**src/otg_line_pkg.sv**
```systemverilog
// package for the otg line and vbus boost control block
// Behaviour
// pull-up bit connects full-speed d+ pull-up
// pull-down bits connect d+/d- pull-downs
// software checks power, discharge before boost
// pwm period bits 7:0, duty 15:8
// pwm polarity follows control bit 9
// vbus target chosen by otg bit 1
// counter runs only while bit 8 set
// pwm active only while bit 15 set
// software enables vbus generation last
// pwm drives supply, comparators guard output
// software waits for vbus before pull-up
// software keeps pull-up during suspend
// output high to duty, low to period
// assumes a single 50 mhz clock and a plain strobe register port
`default_nettype none

package otg_line_pkg;

	// ------------------------------------------------------------
	// register offsets (word index, 16-bit registers)
	// ------------------------------------------------------------
	localparam logic [3:0] otg_line_control_off   = 4'h0;
	localparam logic [3:0] usb_power_control_off  = 4'h1;
	localparam logic [3:0] boost_period_duty_off  = 4'h2;
	localparam logic [3:0] boost_pwm_control_off  = 4'h3;
	localparam logic [3:0] boost_status_off       = 4'h4;

	// ------------------------------------------------------------
	// field positions
	// ------------------------------------------------------------
	localparam int dplus_pullup_pos     = 7;
	localparam int dplus_pulldown_pos   = 5;
	localparam int dminus_pulldown_pos  = 4;
	localparam int vbus_gen_enable_pos  = 3;
	localparam int vbus_target_pos      = 1;
	localparam int vbus_discharge_pos   = 0;
	localparam int usb_power_pos        = 0;
	localparam int boost_pwm_enable_pos = 15;
	localparam int boost_polarity_pos   = 9;
	localparam int boost_counter_pos    = 8;

	// ------------------------------------------------------------
	// reset values
	// ------------------------------------------------------------
	localparam logic [15:0] otg_line_control_rst  = 16'h0000;
	localparam logic [15:0] usb_power_control_rst = 16'h0000;
	localparam logic [15:0] boost_period_duty_rst = 16'h0000;
	localparam logic [15:0] boost_pwm_control_rst = 16'h0000;

	// ------------------------------------------------------------
	// grouped line controls towards the pads
	// ------------------------------------------------------------
	typedef struct packed {
		logic dplus_pullup_enable;
		logic dplus_pulldown_enable;
		logic dminus_pulldown_enable;
	} line_ctrl_type;

	// analog comparator results from the boost stage
	typedef struct packed {
		logic vbus_above_target;
		logic current_limit;
	} boost_cmp_type;

endpackage

`default_nettype wire

```
**src/boost_pwm_gen.sv**
```systemverilog
// pwm counter for the vbus boost assist
// assumes period and duty are held stable by the caller
`default_nettype none

module boost_pwm_gen
	import otg_line_pkg::*;
(
	// clock, reset and enable
	input  wire logic       sys_clk,
	input  wire logic       nrst,
	input  wire logic       clk_en,
	// settings
	input  wire logic       count_enable,
	input  wire logic [7:0] period,
	input  wire logic [7:0] duty,
	// result, true-high before polarity
	output logic            pwm_raw
);

	logic [7:0] count_q;  // running count

	// ------------------------------------------------------------
	// counter restarts after reaching period
	// ------------------------------------------------------------
	always_ff @(posedge sys_clk) begin
		if (!nrst) begin
			count_q <= 8'h00;
		end else if (clk_en) begin
			if (!count_enable) begin
				count_q <= 8'h00;  // cleared to zero while stopped
			end else if (count_q >= period) begin
				count_q <= 8'h00;  // restart
			end else begin
				count_q <= count_q + 8'h01;
			end
		end
	end

	// high from restart until duty, then low
	assign pwm_raw = count_enable && (count_q < duty);
endmodule

`default_nettype wire

```
**src/otg_line_ctrl.sv**
```systemverilog
// top of the otg line pull and vbus boost control block
// assumes software obeys the enable order for boost start
//
// Implementation choices: the register offsets and the address-and-strobe port.
`default_nettype none

module otg_line_ctrl
	import otg_line_pkg::*;
(
	// clock, reset, enable
	input  wire logic          sys_clk,
	input  wire logic          nrst,
	input  wire logic          clk_en,
	// register port
	input  wire logic [3:0]    reg_addr,
	input  wire logic [15:0]   reg_wdata,
	input  wire logic          reg_wr,
	input  wire logic          reg_rd,
	output logic [15:0]        reg_rdata,
	// comparators from the external boost stage
	input  wire boost_cmp_type boost_cmp,
	// pads and supply
	output line_ctrl_type      line_ctrl,
	output logic               boost_pwm_out,
	output logic               vbus_target_high,
	output logic               vbus_gen_active
);

	// ------------------------------------------------------------
	// registers
	// ------------------------------------------------------------
	logic [15:0] otg_line_control_q;    // pulls, target, vbus gen
	logic [15:0] usb_power_control_q;   // module power
	logic [15:0] boost_period_duty_q;   // period low, duty high
	logic [15:0] boost_pwm_control_q;   // enable, polarity, counter
	logic [1:0]  cmp_q;                 // registered comparator view
	logic        pwm_raw;               // counter result

	// ------------------------------------------------------------
	// register writes
	// ------------------------------------------------------------
	always_ff @(posedge sys_clk) begin
		if (!nrst) begin
			otg_line_control_q  <= otg_line_control_rst;
			usb_power_control_q <= usb_power_control_rst;
			boost_period_duty_q <= boost_period_duty_rst;
			boost_pwm_control_q <= boost_pwm_control_rst;
		end else if (clk_en && reg_wr) begin
			unique case (reg_addr)
				otg_line_control_off:  otg_line_control_q  <= reg_wdata;
				usb_power_control_off: usb_power_control_q <= reg_wdata;
				boost_period_duty_off: boost_period_duty_q <= reg_wdata;
				boost_pwm_control_off: boost_pwm_control_q <= reg_wdata;
				default: ;  // unmapped writes are dropped
			endcase
		end
	end

	// ------------------------------------------------------------
	// read port, data one cycle after the strobe
	// ------------------------------------------------------------
	always_ff @(posedge sys_clk) begin
		if (!nrst) begin
			reg_rdata <= 16'h0000;
		end else if (clk_en) begin
			if (!reg_rd) begin
				reg_rdata <= 16'h0000;  // only valid after a read
			end else begin
				unique case (reg_addr)
					otg_line_control_off:  reg_rdata <= otg_line_control_q;
					usb_power_control_off: reg_rdata <= usb_power_control_q;
					boost_period_duty_off: reg_rdata <= boost_period_duty_q;
					boost_pwm_control_off: reg_rdata <= boost_pwm_control_q;
					// live comparator state
					boost_status_off:      reg_rdata <= {14'h0000, cmp_q};
					default:               reg_rdata <= 16'h0000;
				endcase
			end
		end
	end

	// ------------------------------------------------------------
	// pwm counter
	// ------------------------------------------------------------
	boost_pwm_gen u_pwm (
		.sys_clk      (sys_clk),
		.nrst         (nrst),
		.clk_en       (clk_en),
		.count_enable (boost_pwm_control_q[boost_counter_pos]),
		.period       (boost_period_duty_q[7:0]),
		.duty         (boost_period_duty_q[15:8]),
		.pwm_raw      (pwm_raw)
	);

	// ------------------------------------------------------------
	// outputs, each from a flip-flop
	// ------------------------------------------------------------
	always_ff @(posedge sys_clk) begin
		if (!nrst) begin
			line_ctrl        <= '0;
			boost_pwm_out    <= 1'b0;
			vbus_target_high <= 1'b0;
			vbus_gen_active  <= 1'b0;
			cmp_q            <= 2'b00;
		end else if (clk_en) begin
			cmp_q <= boost_cmp;
			// pull resistors straight from the control bits
			line_ctrl.dplus_pullup_enable <=
				otg_line_control_q[dplus_pullup_pos];
			line_ctrl.dplus_pulldown_enable <=
				otg_line_control_q[dplus_pulldown_pos];
			line_ctrl.dminus_pulldown_enable <=
				otg_line_control_q[dminus_pulldown_pos];
			vbus_target_high <=
				otg_line_control_q[vbus_target_pos];
			vbus_gen_active <=
				otg_line_control_q[vbus_gen_enable_pos];
			// idle level is the inactive polarity; current limit cuts the
			// drive at once so a shorted bus does not keep the switch on
			if (boost_pwm_control_q[boost_pwm_enable_pos] &&
				!boost_cmp.current_limit && !boost_cmp.vbus_above_target) begin
				boost_pwm_out <= pwm_raw ^
					boost_pwm_control_q[boost_polarity_pos];
			end else begin
				boost_pwm_out <= boost_pwm_control_q[boost_polarity_pos];
			end
		end
	end
endmodule

`default_nettype wire

```
**config.mk**
```make
export PLATFORM = sky130hd
export DESIGN_NAME = otg_line_ctrl
export DESIGN_NICKNAME = d
export VERILOG_FILES = /design/src/otg_line_pkg.sv /design/src/boost_pwm_gen.sv /design/src/otg_line_ctrl.sv
export SDC_FILE = /design/constraint.sdc
export NUM_CORES = 1
export LEC_CHECK = 0
export BUFFER_PORTS_ARGS = -buffer_cell sky130_fd_sc_hd__buf_2
export CORE_AREA = 2 2 83 100
export DETAILED_ROUTE_END_ITERATION = 12
export DIE_AREA = 0 0 85 102
export PLACE_DENSITY = 0.8
export SKIP_LAST_GASP = 1
export SLEW_MARGIN = 20
export SYNTH_ARGS = -nofsm -noshare
export SYNTH_HDL_FRONTEND = slang
export SYNTH_SLANG_ARGS = --single-unit
```
**constraint.sdc**
```tcl
create_clock -name sys_clk -period 4.2 [get_ports sys_clk]
set_input_delay 0.21 -clock sys_clk [delete_from_list [all_inputs] [get_ports sys_clk]]
set_output_delay 0.21 -clock sys_clk [all_outputs]
set_load 0.02 [all_outputs]
```
# Word-level counts from Yosys, hierarchy flattened
# Index checks and enable logic that the tools add are counted.
[op_classes] reduce_logical=11 eq_ne=4 n_mux=5 bitwise_logic=1 n_addsub=1 n_lt_le_gt_ge=2
[op_table] operator="$pmux 16 s5" n=1
[op_table] operator="$mux 16" n=1
[op_table] operator="$mux 8" n=2
[op_table] operator="$add 8x1->8 const B" n=1
[op_table] operator="$eq 4x2->1 const B" n=2
[op_table] operator="$ge 8x8->1" n=1
[op_table] operator="$lt 8x8->1" n=1
[op_table] operator="$reduce_and 2->1" n=4
[op_table] operator="$eq 4x1->1 const B" n=1
[op_table] operator="$eq 4x3->1 const B" n=1
[op_table] operator="$logic_and 1x1->1" n=4
[op_table] operator="$logic_not 4->1" n=1
[op_table] operator="$logic_not 1->1" n=2
[op_table] operator="$mux 1" n=1
[op_table] operator="$xor 1x1->1" n=1
[totals] regBits=96 output_inout_bits=22 wordCells=37 in_bits=27

# Logic depth before layout (Yosys ltp)
[depth] ltp_word=4 depth_mapped=8 mapped_depth_nobuf=7

# Cells and area by module
# Synthesis repeated with hierarchy kept, for this count alone.
[unflattened] hier_cells=509 hier_area_um2=4603.2
[modules_own_cells] mod="otg_line_ctrl" area_per_inst_um2=3827.4 cells_per_inst=412 seq_area_each_um2=1761.7 n_inst=1
[modules_own_cells] mod="boost_pwm_gen" area_per_inst_um2=775.7 cells_per_inst=97 seq_area_each_um2=160.2 n_inst=1

# Worst setup path after synthesis
# Ideal clock, no wire load.
[synth_path] path_type="reg-to-reg" startpoint="register boost_period_duty_q[5]" endpoint="register u_pwm.count_q[4]" synth_period_minus_slack_ps=1582 n_path_buf=1 path_slack_ps=2618 setup_time_ps=59 t_arrival_ps=1524 path_stages_with_launch=9 required_ps=4141 cell_sequence="dfxtp_1 > inv_1 > ha_1 > a211oi_1 > o21ai_0 > a21oi_1 > buf_2 > a21o_1 > a22o_1"
[synth_between] elab_chain_len=3
[synth_rtl] item="from (decl)" line="otg_line_ctrl.sv:34" rtl="logic [15:0] boost_period_duty_q;"
[synth_rtl] item="from (signal assigned)" line="otg_line_ctrl.sv:46" rtl="boost_period_duty_q <= boost_period_duty_rst;"
[synth_rtl] item="from (signal assigned)" line="otg_line_ctrl.sv:52" rtl="boost_period_duty_off: boost_period_duty_q <= reg_wdata;"
[synth_rtl] item="$ge 8x8->1" line="boost_pwm_gen.sv:31" rtl="end else if (count_q >= period) begin"
[synth_rtl] item="$mux 8" line="boost_pwm_gen.sv:31"
[synth_rtl] item="$mux 8" line="boost_pwm_gen.sv:29" rtl="if (!count_enable) begin"
[synth_rtl] item="to (signal assigned)" line="boost_pwm_gen.sv:34" rtl="count_q <= count_q + 8'h01;"
[synth_rtl] item="to (decl)" line="boost_pwm_gen.sv:20" rtl="logic [7:0] count_q;"
# Every way passes these cells.
# A chain may end at the register's enable or synchronous reset.

# Worst setup path after layout
[layout_path] startpoint="register u_pwm.count_q[0]" endpoint="register u_pwm.count_q[7]"
[layout_between] elab_chain_len=3 elab_cells_between_ends=4 cone_classes="add/sub (1); order compare (1); mux (2)"
[layout_rtl] item="$add 8x1->8 / $ge 8x8->1 (equally long branches)" line="boost_pwm_gen.sv:34, boost_pwm_gen.sv:31"
[layout_rtl] item="$mux 8 *" line="boost_pwm_gen.sv:31"
[layout_rtl] item="$mux 8 *" line="boost_pwm_gen.sv:29"
# Every way passes the cells marked *; elsewhere a longest branch is shown, timed or not.

==> results list <==
- The worst setup path is of the reg2reg kind.
- Non-Filler Cell Area, Final: 4890 um2
* Register area: 1920 um2
- Summed over all layers, the routed wires come to 10300 um.
- Number of levels the H-tree was split into: 3
- Number of warnings reported in the yosys synthesis log: 0
- TritonCTS built the clock tree.
* Post-route clock period utilization: 0.533
- Area share of the largest cell type after synthesis: 0.426
- Die outline width: 85 um
* Slew @ Worst Pin: 0.947 ns
- In this run the tool buffered the top-level ports with 48 buffer cells.
- IR drop worst, VDD: 0.000250 V
- Async set-reset flop share out of synthesis: 0
- CTS Root Buffer Type: sky130_fd_sc_hd__clkbuf_8
* Most instantiated cells after synthesis: sky130_fd_sc_hd__nand2_1, sky130_fd_sc_hd__dfxtp_1, sky130_fd_sc_hd__mux2i_1
* Residual DRC: 0
- Violation count after the first detailed-route iteration: 233
- Averaged over all synthesized cells, the footprint is 8.71 um2.
- From bottom edge to top edge, the die measures 102 um.
- Synth cell types: 39
* Area of the die: 8670 um2
* Worst path arrival time: 2.54 ns
* Combined area of the multi-input logic cells: 2320 um2
* CTS Sinks: 96
- Number of violations of the max-capacitance limit: 0
- Net total in the final layout: 588
- Once detailed placement completed, the half-perimeter wirelength came to 7070 um.
- Insertion delay to the later sink of the worst-skew pair: 0.36 ns
- The detail route stage leaves a number of antenna-violating nets equal to 0.
- In this run, post-CTS hold repair placed 0 buffers.
- Largest area contributor in the synthesized netlist: sky130_fd_sc_hd__dfxtp_1
* Time the worst path needs with I/O delays and setup: 2.24 ns
- After global routing the overflow that remains totals 0.
- For this run, the detailed router's first-pass iteration total came to 5.
- Number of instances resized during post-cts repair: 0
- Effective utilization at floorplan: 0.588
- Number of setup violations in the final report: 0
- After synthesis the netlist holds a flip-flop and latch count of 96.
* Top cells by area, synth: sky130_fd_sc_hd__dfxtp_1, sky130_fd_sc_hd__nand2_1, sky130_fd_sc_hd__mux2i_1, sky130_fd_sc_hd__a21boi_1, sky130_fd_sc_hd__ha_1
- Dominant cell by count in the synthesized netlist: sky130_fd_sc_hd__nand2_1
- Layout cell share with drive strength beyond 1: 0.129
- 49 I/O pins were placed.
- Clock buffers created by TritonCTS: 9
* Critical path capture point type: register
- Dpl cell area: 4680 um2
- Slew Limit Headroom: 0.367
- Along the worst path, the maximum fanout reaches 12.
- In this run, synthesis inferred 0 flip-flops with an integrated enable.
* First-pass GRT wire length: 16800 um
- Startpoint types: register
- Relative to the synthesized area, the layout overhead comes to 8.46%.
- Dividing the detail-routed via count by the number of cells gives 5.64.
- In the final routed layout, each cell accounts on average for 16.0 um.
* Dominant synthesized flop cell: sky130_fd_sc_hd__dfxtp_1
- Of the synthesized area, sequential elements account for 0.426.
- STA puts the critical path data required time at 4.51 ns.
- The number of global-route vias before repair was 3490.
* Core occupancy in the finished layout: 0.638
* Final estimated routing congestion in global placement: 0.909
- Largest net degree at the start of global routing: 75
* Unrepaired setup endpoints after global routing: false
- Run status: complete, no violations
- Vias: 3622
- After synthesis the cells add up to 4510 um2.
* Initial antenna violation count: 0
* Hold Violations, Final: 0
* Gr usage total: 0.247
- Fmax: 447 MHz
* Class of the most critical hold timing path: in2reg
* Post-synthesis instance total: 518
- Count of buffers added by post-CTS timing repair for setup: 0
- Filler Cell Count: 662
- On the final layout, the worst clock skew is 0.00839 ns.
- Clock transition at the registers of the reported paths: 0.09 ns
* Placeable Area: 7660 um2
- In this run the deepest clock path goes through 2 buffers.
- The number of nets in the synthesized netlist is 561.
- Diode insertion count for antenna repair: 0
- P per Cell Area: 336 nW/um2
- Leakage: 1.95 nW
- After routing, the total negative slack on setup checks comes to 0 ns.
- Standard-cell rows: 35
- The max-slew violation count was 0.
-- area by class of cell --
class	count	share of cell area
Multi-Input combinational cell	369	0.474
Sequential cell	96	0.393
Timing Repair Buffer	51	0.0537
Clock buffer	12	0.0317
Tap cell	92	0.0235
Inverter	18	0.0138
Clock inverter	4	0.0105
-- cell usage in the layout, fill, tap and decap left out, types with 2 or more instances in the layout --
master	Yosys	layout
sky130_fd_sc_hd__a21oi_1	2	2
sky130_fd_sc_hd__nor2b_1	28	28
sky130_fd_sc_hd__mux4_2	2	2
sky130_fd_sc_hd__ha_1	16	16
sky130_fd_sc_hd__a22o_1	4	4
sky130_fd_sc_hd__buf_2	11	48
sky130_fd_sc_hd__inv_1	18	18
sky130_fd_sc_hd__a22oi_1	14	14
sky130_fd_sc_hd__xor2_1	2	2
sky130_fd_sc_hd__buf_4	7	3
sky130_fd_sc_hd__a21boi_1	30	30
sky130_fd_sc_hd__a21o_1	2	2
sky130_fd_sc_hd__nand2_1	132	132
sky130_fd_sc_hd__and4_1	2	2
sky130_fd_sc_hd__nand4_1	5	5
sky130_fd_sc_hd__a21boi_0	18	18
sky130_fd_sc_hd__a221o_1	2	2
sky130_fd_sc_hd__o21ai_0	37	37
sky130_fd_sc_hd__clkbuf_8	0	11
sky130_fd_sc_hd__nor2_1	10	10
sky130_fd_sc_hd__and3_1	6	6
sky130_fd_sc_hd__a31oi_1	4	4
sky130_fd_sc_hd__nand3_1	3	3
sky130_fd_sc_hd__mux2i_1	38	38
sky130_fd_sc_hd__dfxtp_1	96	96
-- routing by layer --
metal	global-route usage	wire (um)	vias to the layer above
li1	-	-	1817
met1	0.322	4710	1686
met2	0.413	4890	98
met3	0.0315	470	21
met4	0.107	235	0
met5	0	0	-
-- flip-flops by register name (all words and copies together), names as in the netlist, 2 cells and up --
name                 flops
boost_period_duty_q     16
usb_power_control_q     16
boost_pwm_control_q     16
u_pwm.count_q            8
line_ctrl                3
otg_line_control_q      16
cmp_q                    2
reg_rdata               16
-- worst max-delay path: stages, from the launching register on --
cell and delay, ns:
sky130_fd_sc_hd__dfxtp_1 0.40, sky130_fd_sc_hd__inv_1 0.12, sky130_fd_sc_hd__ha_1 0.28, sky130_fd_sc_hd__nor3b_1 0.21
sky130_fd_sc_hd__o21ai_0 0.13, sky130_fd_sc_hd__a21oi_1 0.67, sky130_fd_sc_hd__and3_1 0.27, sky130_fd_sc_hd__a221o_1 0.11
-- power breakdown --
part | switching (W) | internal (W) | leakage, nW
Clock | 0.000320 | 0.000310 | 0.103
Combinational | 0.0000575 | 0.0000352 | 1.08
Sequential | 0.00000376 | 0.000916 | 0.774
Total | 0.000381 | 0.00126 | 1.95
-- metrics by stage --
stage / hold slack (ns) / std cells / power (W) / setup slack, ns
2_1_floorplan: 0.345 / 518 / 0.00100 / 2.62
3_3_place_gp: 0.432 / 626 / 0.00103 / 1.73
3_5_place_dp: 0.443 / 626 / 0.00103 / 1.63
4_1_cts: 0.0992 / 642 / 0.00165 / 2.01
5_1_grt: 0.123 / 642 / 0.00169 / 1.77
6_report: 0.108 / 642 / 0.00164 / 1.96
-- kinds of logic (layout without fill, tap and decap cells) --
logic type / count (synthesis) / after routing / share of synthesized area
compound gates: 117 / 117 / 0.175
xor+xnor: 2 / 2 / 0.00389
fa+ha+maj: 16 / 16 / 0.0444
buf+inv: 53 / 85 / 0.0599
flops: 96 / 96 / 0.426
mux: 40 / 40 / 0.0943
simple gates: 194 / 194 / 0.197
-- worst paths after layout --
check                                       startpoint                     end  slack [ns]  cells after the start
worst max register to register        u_pwm.count_q[0]        u_pwm.count_q[7]        1.96                      7
worst min-delay path                      reg_wdata[2]  boost_pwm_control_q[2]        0.11                      3
worst max-delay path                  u_pwm.count_q[0]        u_pwm.count_q[7]        1.96                      7
worst min register to register  otg_line_control_q[14]  otg_line_control_q[14]        0.46                      2
(Power assumes the default switching activity.)
